### config.mk
export PLATFORM = sky130hd
export DESIGN_NAME = tier2_interp
export DESIGN_NICKNAME = d
export VERILOG_FILES = /design/src/hdl/tier2_pkg.sv /design/src/hdl/byte_classify.sv /design/src/hdl/tier2_interp.sv
export SDC_FILE = /design/constraint.sdc
export NUM_CORES = 1
export LEC_CHECK = 0
export ABC_CLOCK_PERIOD_IN_PS = 3700
export BUFFER_PORTS_ARGS = -buffer_cell sky130_fd_sc_hd__buf_2
export CORE_MARGIN = 2
export CORE_UTILIZATION = 54
export CTS_CLUSTER_SIZE = 20
export DETAILED_ROUTE_END_ITERATION = 10
export GPL_TIMING_DRIVEN = 0
export HOLD_SLACK_MARGIN = 0.1
export PLACE_DENSITY = 0.82
export REMOVE_ABC_BUFFERS = 1
export SYNTH_ARGS = -nofsm -noshare
export SYNTH_HDL_FRONTEND = slang
export SYNTH_SLANG_ARGS = --single-unit
### constraint.sdc
create_clock -name clk_sys -period 3.7 [get_ports clk_sys]
set_input_delay 0.74 -clock clk_sys [delete_from_list [all_inputs] [get_ports clk_sys]]
set_output_delay 0.74 -clock clk_sys [all_outputs]
set_load 0.02 [all_outputs]
### src/hdl/tier2_pkg.sv
// Purpose: Shared constants for the remote tier-2 message interpreter.
// Assumes: Bytes arrive from a serial receiver already framed into 8-bit words.
// Notes:   Byte codes sit in the top three bits of every control byte.
package tier2_pkg;
    localparam logic [2:0] ADDR_CODE    = 3'h6;
    localparam logic [2:0] DEF_CODE     = 3'h7;
    localparam int         CODE_HI      = 7;
    localparam int         CODE_LO      = 5;
    localparam int         CMD_BIT      = 4;
    localparam int         SINGLE_BIT   = 3;
    localparam int         PAGE_HI      = 4;
    localparam int         PAGE_LO      = 3;
    localparam int         SEL_HI       = 2;
    localparam int         ADDR_HI      = 4;
    localparam logic [1:0] PAGE_ONE     = 2'h0;
    localparam logic [2:0] LOC_HERTZ    = 3'h0;
    localparam logic [2:0] LOC_SQUELCH  = 3'h1;
    localparam logic [7:0] RESERVED_VAL = 8'h00;
    localparam logic [3:0] NIB_ZERO     = 4'h0;

    typedef enum logic [2:0] {
        ST_IDLE   = 3'b000,
        ST_ACCESS = 3'b001,
        ST_DEF    = 3'b010,
        ST_HDR    = 3'b011,
        ST_DATA   = 3'b100,
        ST_WRITE  = 3'b101
    } state_t;
endpackage

### src/hdl/byte_classify.sv
// Purpose: Classifies one received byte by its top-three-bit code.
// Assumes: Combinational, same clock domain as the caller.
// Notes:   Decoding shared by the interpreter.
`timescale 1ns/1ps
module byte_classify (
    input  logic [7:0] byte_in,   // Byte to classify
    input  logic [4:0] my_addr,   // Configured receiver address
    output logic       is_addr,   // Byte is a receiver address byte
    output logic       addr_hit,  // Address byte matches this receiver
    output logic       is_def     // Byte carries the definition code
);
    assign is_addr  = byte_in[tier2_pkg::CODE_HI:tier2_pkg::CODE_LO]
                      == tier2_pkg::ADDR_CODE;
    assign addr_hit = is_addr && (byte_in[tier2_pkg::ADDR_HI:0] == my_addr);
    assign is_def   = byte_in[tier2_pkg::CODE_HI:tier2_pkg::CODE_LO]
                      == tier2_pkg::DEF_CODE;
endmodule

### src/hdl/tier2_interp.sv
// Purpose: Receiver-side interpreter for second-tier remote messages.
// Assumes: rx_byte/rx_valid come from a serial receiver on clk_sys; tx_ready is
//          a same-clock level from the transmitter.
// Notes:   Tier-2 reads answer from option inputs; commands leave on the cmd ports.
`timescale 1ns/1ps
module tier2_interp (
    input  logic       clk_sys,        // System clock, 50 MHz
    input  logic       rst_b,          // Asynchronous reset, active low
    input  logic [4:0] my_addr,        // Configured receiver address
    input  logic [7:0] rx_byte,        // Received byte
    input  logic       rx_valid,       // One-cycle strobe with rx_byte
    input  logic       hertz_fitted,   // Fine-tuning option fitted
    input  logic [3:0] hertz_digit,    // Units-of-hertz BCD digit
    input  logic       squelch_fitted, // Carrier-operated squelch option fitted
    input  logic [7:0] squelch_in,     // Squelch threshold and flag byte
    input  logic       tx_ready,       // Transmitter can take a byte
    output logic [7:0] tx_byte,        // Byte to transmit
    output logic       tx_valid,       // One-cycle strobe with tx_byte
    output logic [7:0] cmd_byte,       // Commanded tier-2 data byte
    output logic [1:0] cmd_page,       // Page of commanded byte
    output logic [2:0] cmd_loc,        // Location of commanded byte
    output logic       cmd_valid       // One-cycle strobe with commanded byte
);
    tier2_pkg::state_t state_r;
    tier2_pkg::state_t state_nxt;
    logic [1:0] page_r;
    logic [2:0] code_r;
    logic [2:0] loc_r;
    logic       single_r;
    logic [2:0] cnt_r;
    logic       is_addr;
    logic       addr_hit;
    logic       is_def;
    logic       send;
    logic [7:0] rd_val;
    logic [2:0] rd_loc;
    logic [7:0] hertz_val;
    logic [7:0] squelch_val;
    logic       last_loc;
    logic       def_single;
    logic       def_cmd;
    // Named strobes for bytes taken and bytes sent in the current state, then the page and location hits and the header byte.
    logic       acc_take;
    logic       def_take;
    logic       wr_take;
    logic       hdr_go;
    logic       data_go;
    logic       page_one;
    logic       hit_hertz;
    logic       hit_squelch;
    logic [7:0] hdr_byte;

    byte_classify u_cls (
        .byte_in  (rx_byte),
        .my_addr  (my_addr),
        .is_addr  (is_addr),
        .addr_hit (addr_hit),
        .is_def   (is_def)
    );

    assign send       = tx_ready && !tx_valid;
    assign def_single = rx_byte[tier2_pkg::SINGLE_BIT];
    assign def_cmd    = rx_byte[tier2_pkg::CMD_BIT];
    assign rd_loc     = single_r ? loc_r : cnt_r;
    assign last_loc   = single_r || (cnt_r == 3'h7);
    assign hertz_val  = hertz_fitted ? {hertz_digit, tier2_pkg::NIB_ZERO}
                                     : tier2_pkg::RESERVED_VAL;
    assign squelch_val = squelch_fitted ? squelch_in
                                        : tier2_pkg::RESERVED_VAL;
    // Byte-taking strobes feed only the datapath registers; the state logic decodes rx_valid itself.
    assign acc_take    = rx_valid && is_def && (state_r == tier2_pkg::ST_ACCESS);
    assign def_take    = rx_valid && is_def && (state_r == tier2_pkg::ST_DEF);
    assign wr_take     = rx_valid && !is_addr && (state_r == tier2_pkg::ST_WRITE);
    assign hdr_go      = send && (state_r == tier2_pkg::ST_HDR);
    assign data_go     = send && (state_r == tier2_pkg::ST_DATA);
    assign hdr_byte    = {tier2_pkg::ADDR_CODE, my_addr};
    assign page_one    = (page_r == tier2_pkg::PAGE_ONE);
    assign hit_hertz   = page_one && (rd_loc == tier2_pkg::LOC_HERTZ);
    assign hit_squelch = page_one && (rd_loc == tier2_pkg::LOC_SQUELCH);
    assign rd_val = hit_hertz   ? hertz_val   :
                    hit_squelch ? squelch_val :
                    tier2_pkg::RESERVED_VAL;

    // A matching address byte restarts the message from any receive state.
    always_comb begin
        state_nxt = state_r;
        case (state_r)
            tier2_pkg::ST_IDLE: begin
                if (rx_valid && addr_hit) begin
                    state_nxt = tier2_pkg::ST_ACCESS;
                end
            end
            tier2_pkg::ST_ACCESS: begin
                if (rx_valid) begin
                    if (addr_hit) begin
                        state_nxt = tier2_pkg::ST_ACCESS;
                    end else if (is_def) begin
                        state_nxt = tier2_pkg::ST_DEF;
                    end else begin
                        state_nxt = tier2_pkg::ST_IDLE;
                    end
                end
            end
            tier2_pkg::ST_DEF: begin
                if (rx_valid) begin
                    if (addr_hit) begin
                        state_nxt = tier2_pkg::ST_ACCESS;
                    end else if (!is_def) begin
                        state_nxt = tier2_pkg::ST_IDLE;
                    end else if (def_cmd) begin
                        state_nxt = tier2_pkg::ST_WRITE;
                    end else begin
                        state_nxt = tier2_pkg::ST_HDR;
                    end
                end
            end
            tier2_pkg::ST_HDR: begin
                if (send) begin
                    state_nxt = tier2_pkg::ST_DATA;
                end
            end
            tier2_pkg::ST_DATA: begin
                if (send && last_loc) begin
                    state_nxt = tier2_pkg::ST_IDLE;
                end
            end
            tier2_pkg::ST_WRITE: begin
                if (rx_valid) begin
                    if (is_addr) begin
                        state_nxt = addr_hit ? tier2_pkg::ST_ACCESS
                                             : tier2_pkg::ST_IDLE;
                    end else if (last_loc) begin
                        state_nxt = tier2_pkg::ST_IDLE;
                    end
                end
            end
            default: begin
                state_nxt = tier2_pkg::ST_IDLE;
            end
        endcase
    end

    always_ff @(posedge clk_sys or negedge rst_b) begin
        if (!rst_b) begin
            state_r <= tier2_pkg::ST_IDLE;
        end else begin
            state_r <= state_nxt;
        end
    end

    // Access-byte fields and definition-byte selection are latched here.
    always_ff @(posedge clk_sys or negedge rst_b) begin
        if (!rst_b) begin
            page_r   <= 2'h0;
            code_r   <= 3'h0;
            loc_r    <= 3'h0;
            single_r <= 1'b0;
        end else if (acc_take) begin
            page_r <= rx_byte[tier2_pkg::PAGE_HI:tier2_pkg::PAGE_LO];
            code_r <= rx_byte[tier2_pkg::SEL_HI:0];
        end else if (def_take) begin
            loc_r    <= rx_byte[tier2_pkg::SEL_HI:0];
            single_r <= def_single;
        end
    end

    // One counter walks the locations for both the answer and the command data.
    always_ff @(posedge clk_sys or negedge rst_b) begin
        if (!rst_b) begin
            cnt_r <= 3'h0;
        end else if (state_r == tier2_pkg::ST_DEF) begin
            cnt_r <= 3'h0;
        end else if (data_go || wr_take) begin
            cnt_r <= cnt_r + 3'h1;
        end
    end

    always_ff @(posedge clk_sys or negedge rst_b) begin
        if (!rst_b) begin
            tx_byte  <= 8'h00;
            tx_valid <= 1'b0;
        end else if (hdr_go) begin
            tx_byte  <= hdr_byte;
            tx_valid <= 1'b1;
        end else if (data_go) begin
            tx_byte  <= rd_val;
            tx_valid <= 1'b1;
        end else begin
            tx_valid <= 1'b0;
        end
    end

    always_ff @(posedge clk_sys or negedge rst_b) begin
        if (!rst_b) begin
            cmd_byte  <= 8'h00;
            cmd_page  <= 2'h0;
            cmd_loc   <= 3'h0;
            cmd_valid <= 1'b0;
        end else if (wr_take) begin
            cmd_byte  <= rx_byte;
            cmd_page  <= page_r;
            cmd_loc   <= rd_loc;
            cmd_valid <= 1'b1;
        end else begin
            cmd_valid <= 1'b0;
        end
    end

    // The tier-2 code of the access byte is kept for future expansion.
    logic code_unused;
    assign code_unused = ^code_r;
endmodule

==> impl.org, run 1 <==
** Floorplanning
- The die covers 3750 sq um.
- Number of primary I/O pins :: 54
- Measured along the x axis, the die boundary spans 61.2 um.
- In this run the vertical extent of the chip is 61.2 um.
- The floorplan step defined a core boundary enclosing 3080 sq um.
- Cell Rows :: 20
- Initial cell density of the core :: 57.5%

** Worst setup path
- Largest fanout of any net on the critical path :: 17
- Element type at the critical path end :: register
- Register-to-register setup slack :: 1.69 ns
- The worst setup path is launched from a register.
- Setup Crit Path Kind :: reg2reg
- Data on the critical path is required at its endpoint by 3.94 ns.
- For the worst flop-to-flop path, the logic depth is 3.
- Worst path arrival time :: 2.25 ns

** Timing
- Unrepaired setup endpoints after global routing :: no
- Between clock sinks in the finished design, the worst skew comes to 0.00931 ns.
- Final Critical Period :: 2.01 ns
- The hold violation total from the final report is 0.
- Setup total negative slack :: 0 ns
- Final period util :: 54.3%
- Maximum operating frequency :: 497 MHz
- Setup violations remaining at the end of the flow were counted as 0.
- Hold timing on the final database bottoms out at a slack of 0.445 ns.
- Across all setup checks in the final design, the least slack found is 1.69 ns.
- The number of max-slew violations in the final report came to 0.
- Normalized max-slew margin :: 49.4%
- For the pin with the worst max-slew slack, the measured transition is 0.759 ns.

** Clock tree
- Hold_buf cts :: 0
- For this design, the sink count on the clock tree is 35.
- The H-tree was split into 2 levels.
- TritonCTS built the clock tree.
- Setup bufs post-CTS :: 0
- CTS clock-pin slew for the worst setup and hold paths :: 0.11 ns
- Library cell used as clock root buffer :: sky130_fd_sc_hd__clkbuf_4
- No sink is reached through more buffers than the 2 on the longest clock path.
- Cts repair resizes :: 0
- Cts bufs inserted :: 5
- Worst skew pair latency :: 0.35 ns

** Layout
- Most common cell after layout, fill and taps aside :: sky130_fd_sc_hd__buf_2
- The finished layout holds 249 standard cells, fillers aside.
- Post-route core utilization :: 68.4%
- The post-route netlist has 42.0% of its cells at a drive strength greater than 1.
- The filler cells instantiated in the layout total 251.
- Area Overhead vs Synth :: 19.0%
- Number of nets in the layout :: 237
- Once layout is done, the placed cells without fillers occupy 2100 sq um.
- Commonest cells after routing, fill and taps aside :: sky130_fd_sc_hd__buf_2, sky130_fd_sc_hd__dfrtp_1, sky130_fd_sc_hd__mux2_2, sky130_fd_sc_hd__nor2_1, sky130_fd_sc_hd__nand2_1
- Diodes inserted :: 0

** Synthesis
- Share of the synthesized area in the top cell type :: 49.5%
- Cell count after synthesis :: 150
- Area contributors post-synth :: sky130_fd_sc_hd__dfrtp_1, sky130_fd_sc_hd__mux2_2, sky130_fd_sc_hd__nor2_1
- The Yosys step of the flow raised 0 warnings.
- Area of the mapped netlist :: 1770 sq um
- Sequential cells were found to cover 49.5% of the synthesized design area.
- The synthesized netlist contains 50 unique library cells.
- Yosys mapped a number of flops with a built-in enable equal to 0.
- The largest total area in the synthesized netlist belongs to sky130_fd_sc_hd__dfrtp_1.
- Post-Syn Area per Cell :: 11.8 sq um
- For this run, the leading register cell type out of synthesis is sky130_fd_sc_hd__dfrtp_1.
- Counting flops with an async set or reset pin after synthesis yields a share of 100%.
- In this run, synthesis produced a sequential element count of 35.

** Pwr
- Total internal power :: 0.780 mW
- In this run the power spent charging and discharging nets is 0.497 mW.
- The clock network burns 16.0% of the power.
- Power share of the combinational group :: 39.9%
- In this run switching power makes up 38.9% of total power.
- VDD sags by at most 383 uV.
- Power density normalized to cell area :: 607 nW/um^2
- In this run the static leakage power is 1.07 nW.
- Overall power of the completed layout :: 1.28 mW
- Sequential cells burn 44.1% of the power.

** Global routing
- The initial antenna violation count is 0.
- Global routing used 24.2% of the available tracks across all layers.
- Summed over all layers, the global routing overflow is 0.
- Global-route wire length before repair :: 6450 um
- The via count of the first global-routing pass is 1379.
- Maximum number of pins on one net before global-route repair :: 36

** Placed design
- The congestion estimate from routability-driven global placement came to 0.835.
- Placed Cells incl. Taps :: 241
- Post-detailed-placement half-perimeter wirelength :: 2980 um
- Post-placement worst setup slack :: 1.44 ns
- The count of buffers added on input and output ports is 53.
- Summing all placed instances gives a cell area of 2050 sq um.

** Routing
- Dividing the detail-routed wire length by the instance count gives 15.5 um.
- Met1 layer wirelength in the final routing :: 1660 um
- Remaining antenna violation count after routing :: 0
- Total routed wirelength :: 3870 um
- Highest metal used :: met4
- Dividing the detail-routed via count by the number of cells gives 5.60.
- Drt pass-1 iters :: 7
- Detailed routing inserted a total of 1394 vias.
- Detailed Route Iter0 Violations :: 43
- Detailed routing placed a total of 1920 um of wire on met2.
- Remaining routing DRC violations :: 0
- Routed length on met3 :: 232 um

** Job
- Count of maximum capacitance violations :: 0

** Outcome
- The flow ran to the end, and the final reports show no timing, DRC or antenna violations.

** Min path
- HP Class :: in2async
==> power by group through the flow <==
stage               Clock, mW  Combinational, mW  Sequential [mW]
floorplan                   0              0.244            0.667
global placement            0              0.499            0.562
detailed placement          0              0.515            0.572
CTS                     0.209              0.516            0.564
global route            0.227              0.565            0.579
finish                  0.205              0.510            0.563
==> state kept, by name, summed over array words and instances, names as in the netlist, 2 cells and up <==
name      flops
cmd_byte      8
cmd_loc       3
cmd_page      2
cnt_r         3
loc_r         3
page_r        2
state_r       3
tx_byte       8
==> area by class of cell <==
| type | instances | area (sq um) | area share (%) |
|---|---|---|---|
| clock buffer | 7 | 45.0 | 2.14 |
| inverter | 2 | 7.51 | 0.357 |
| timing repair buffer | 53 | 265 | 12.6 |
| multi-input combinational | 107 | 851 | 40.4 |
| tap | 44 | 55.1 | 2.62 |
| sequential | 35 | 876 | 41.6 |
| clock inverter | 1 | 5.00 | 0.238 |
==> final timing paths <==
check                            start     endpoint
max                         state_r[0]  cmd_page[1]
min                              rst_b  cmd_byte[7]
max reg2reg                 state_r[0]  cmd_page[1]
min reg2reg                cmd_page[0]  cmd_page[0]
max in group asynchronous        rst_b     single_r
min in group clk_sys       cmd_page[0]  cmd_page[0]
==> cell usage after synthesis, types with 3 or more instances <==
cell	instances
sky130_fd_sc_hd__nor3_1	3
sky130_fd_sc_hd__nand4_1	4
sky130_fd_sc_hd__dfrtp_1	35
sky130_fd_sc_hd__nand2b_1	4
sky130_fd_sc_hd__xnor2_1	4
sky130_fd_sc_hd__a31oi_1	3
sky130_fd_sc_hd__o21ai_0	3
sky130_fd_sc_hd__a22o_1	4
sky130_fd_sc_hd__a21oi_1	3
sky130_fd_sc_hd__mux2i_1	4
sky130_fd_sc_hd__nor2_1	12
sky130_fd_sc_hd__nand2_1	6
sky130_fd_sc_hd__a21o_1	4
sky130_fd_sc_hd__mux2_2	17
sky130_fd_sc_hd__clkbuf_1	3
==> layer usage <==
layer  up-vias  GRT usage, %
met5         -             0
met4         0          9.01
met3         6          6.93
met2        51          38.4
met1       671          31.5
li1        666             -
==> kinds of logic (layout without fill, tap and decap cells) <==
logic type | after synthesis | count (layout) | synth area share [%]
DFF | 35 | 35 | 49.5
xor gates and xnor gates | 6 | 6 | 2.97
buffers and inverters | 8 | 63 | 2.40
adders and majority gates | 2 | 2 | 1.41
AOI/OAI and AO/OA | 29 | 29 | 13.2
muxes | 22 | 22 | 14.4
and+or+nand+nor | 48 | 48 | 16.1
==> worst max-delay path: stages (launching register included) <==
cell                       delay (ns)
sky130_fd_sc_hd__dfrtp_1         0.64
sky130_fd_sc_hd__nand4b_1        0.23
sky130_fd_sc_hd__nor2_2          0.61
sky130_fd_sc_hd__mux2_2          0.41
(Power assumes the default switching activity.)
==> inputs of run 2 (changes only) <==
ABC_CLOCK_PERIOD_IN_PS = 2100   (was 3700)
CORE_UTILIZATION = 51   (was 54)
PLACE_DENSITY = 0.78   (was 0.82)
clock period = 2.1 ns   (was 3.7 ns; I/O delays follow)
==> impl.org, run 2 (same netlist as run 1, synthesis figures left out) <==
** Floorplanning
- The core box area was 3340 sq um (+8.4%).
- Die extent in x :: 62.9 um (+2.7%)
- Initial cell density of the core :: 53.0% (-4.5 points)
- The row count is 21 (+5.0%).
- Number of primary I/O pins :: 54 (unchanged)
- The area of the die is 3960 sq um (+5.5%).
- The die span in y was 62.9 um (+2.7%).

** Routing
- Detailed Route Iter0 Violations :: 87 (+100%)
- WL per Instance :: 15.4 um (-1.1%)
- Routed via count :: 1388 (-0.43%)
- The DRC violations left is 0 (unchanged).
- Via density per instance :: 5.55 (-0.83%)
- Drt pass-1 iters :: 4 (-3)
- The total length of routed wires was 3840 um (-0.75%).
- Remaining antenna violation count after routing :: 0 (unchanged)

** Worst setup path
- The peak fanout along the critical path came to 8 (-9).
- Element type at the critical path end :: register
- Reg2reg path depth :: 4 (+1)
- Worst path arrival time :: 2.10 ns (-0.15 ns)
- The worst setup path is of the reg2reg kind.
- In this run the worst setup path begins at single_r.
- The required time reported for the critical path endpoint came to 2.34 ns (-1.60 ns).
- The startpoint identified for the worst register-to-register timing path is single_r.
- Sort of element at the start of the critical path :: register

** Timing
- Slew at the pin with the worst max-slew slack :: 0.766 ns (+0.00770 ns)
- The number of setup violations in the final report came to 0 (unchanged).
- The peak clock frequency supported by timing is 538 MHz (+8.1%).
- The total negative slack for setup checks came to 0 ns (unchanged).
- Total count of hold-check failures in the final report :: 0 (unchanged)
- Normalized max-slew margin :: 48.9% (-0.51 points)
- Number of slew-limit violations in the final report :: 0 (unchanged)
- Unrepaired setup endpoints after global routing :: no
- Final period util :: 88.6% (+34 points)
- The maximum clock skew at final layout was 0.0111 ns (+0.00176 ns).
- The final critical-path required period is 1.86 ns (-0.151 ns).

** Pwr
- Power density normalized to cell area :: 1080 nW/um^2 (+77%)
- Leakage Power :: 1.08 nW (+0.48%)
- The largest voltage drop on the vdd net came to 597 uV (+56%).
- The fraction of power spent switching nets is 38.5% (-0.44 points).
- Register share of total power :: 43.5% (-0.6 points)
- Total internal power :: 1.40 mW (+80%)
- Clk network pwr share :: 16.6% (+0.6 points)
- Sw Pwr :: 0.876 mW (+76%)
- The logic gate share of total power came to 39.9% (about the same).

** Global routing
- Grt met3 use :: 6.49% (-0.45 points)
- Gr busiest metal :: met2
- Global-route wire length before repair :: 6440 um (-0.11%)
- The overall fraction of global-route tracks in use was 20.9% (-3.2 points).
- Via count of the first global-routing pass :: 1425 (+3.3%)
- The total global routing overflow was 0 (unchanged).
- The maximum number of pins on one net before global-route repair is 36 (unchanged).
- The met2 track demand over resource came to 35.2% (-3.2 points).
- Met1 Resource Use GR :: 24.6% (-6.9 points)
- The initial antenna violation count was 0 (unchanged).

** Clock tree
- The number of buffers inserted during clock tree synthesis was 5 (unchanged).
- The clock transition time at the flip-flop clock pins of the worst setup and hold paths came to 0.11 ns (about the same).
- Worst skew pair latency :: 0.35 ns (about the same)
- TritonCTS built the clock tree.
- The total clock sinks came to 35 (unchanged).
- The cts-stage hold buffer count was 0 (unchanged).
- H-tree depth :: 2 (unchanged)
- In this run the clock root is driven by a sky130_fd_sc_hd__clkbuf_4.
- Clock tree buffer depth :: 2 (unchanged)

** Layout
- Number of nets in the layout :: 237 (unchanged)
- Fillers :: 290 (+16%)
- Most common cell after layout, fill and taps aside :: sky130_fd_sc_hd__buf_2
- The number of diodes came to 0 (unchanged).
- Relative to the synthesized area, the layout overhead comes to 19.7%.
- The final cell area excluding filler cells came to 2120 sq um (+0.65%).
- The largest registers in the layout are cmd_byte (8), tx_byte (8).
- The ratio of cells with drive above 1 in the final layout was 42.6% (+0.70 points).
- Commonest cells after routing, fill and taps aside :: sky130_fd_sc_hd__buf_2, sky130_fd_sc_hd__dfrtp_1, sky130_fd_sc_hd__mux2_2, sky130_fd_sc_hd__nor2_1, sky130_fd_sc_hd__nand2_1

** Job
- The max capacitance violation total was 0 (unchanged).

** Min path
- The min-delay analysis places its worst path in the category in2async.

** Placed design
- The post-place instance area is 2060 sq um (+0.12%).
- The number of I/O port buffers is 53 (unchanged).
- Final weighted congestion in routability-driven placement :: 0.849 (+1.7%)
- The half-perimeter wire length after detailed placement is 2970 um (-0.34%).

** Outcome
- The run finished with clean final reports.
==> run 2: cell types whose count changed in the layout (fill, tap and decap cells not counted), sizes merged <==
cell	delta
clkbuf	-1
==> run 2: final cells by class <==
class	instances	area [sq um]	share of cell area (%)
flip-flops and latches	35	876	41.3
multi-input cells	107	856	40.4
repair buffers	53	265	12.5
well taps	46	57.6	2.72
clock buffers	6	51.3	2.42
inverters	2	7.51	0.354
clock inverters	1	5.00	0.236
==> run 2: metrics by stage <==
stage | hold slack (ns) | setup slack (ns) | util, % | std cells | power, mW
finish | 0.131 | 0.240 | 63.5 | 250 | 2.28
global route | 0.196 | 0.116 | 63.5 | 250 | 2.43
CTS | 0.163 | 0.0504 | 63.3 | 250 | 2.30
detailed placement | 0.490 | 0.0611 | 61.6 | 243 | 1.92
global placement | 0.474 | 0.158 | 61.6 | 243 | 1.87
floorplan | 0.124 | 0.401 | - | 144 | 1.60
==> run 2: power by group through the flow <==
stage | clock network [mW] | registers [mW] | logic, mW
3_5_place_dp | 0 | 1.01 | 0.917
2_1_floorplan | 0 | 1.17 | 0.430
3_3_place_gp | 0 | 0.990 | 0.881
6_report | 0.378 | 0.991 | 0.909
4_1_cts | 0.387 | 0.993 | 0.919
5_1_grt | 0.418 | 1.02 | 0.997
==> run 2: critical path, cell delays in order, from the launching register on <==
cell,delay (ns)
sky130_fd_sc_hd__dfrtp_1,0.57
sky130_fd_sc_hd__or3b_4,0.47
sky130_fd_sc_hd__a211oi_4,0.31
sky130_fd_sc_hd__nand4_1,0.13
sky130_fd_sc_hd__a311oi_1,0.28
==> run 2: metal layers <==
| metal | vias up | wire, um |
|---|---|---|
| li1 | 662 | - |
| met1 | 679 | 1590 |
| met2 | 41 | 1970 |
| met3 | 6 | 233 |
| met4 | 0 | 55 |
| met5 | - | 0 |
==> run 2: repair_timing <==
action                     in CTS  in global routing
setup endpoints to repair       0                 10
buffers inserted                0                  0
resized for setup               0                  1
==> run 2: final timing paths <==
kind	slack, ns	endpoint
worst max-delay path	0.24	tx_byte[4]
worst min-delay path	0.13	tx_byte[5]
worst max register to register	0.24	tx_byte[4]
worst min register to register	0.51	cmd_byte[0]
max in group asynchronous	1.47	single_r
min in group clk_sys	0.26	tx_byte[0]
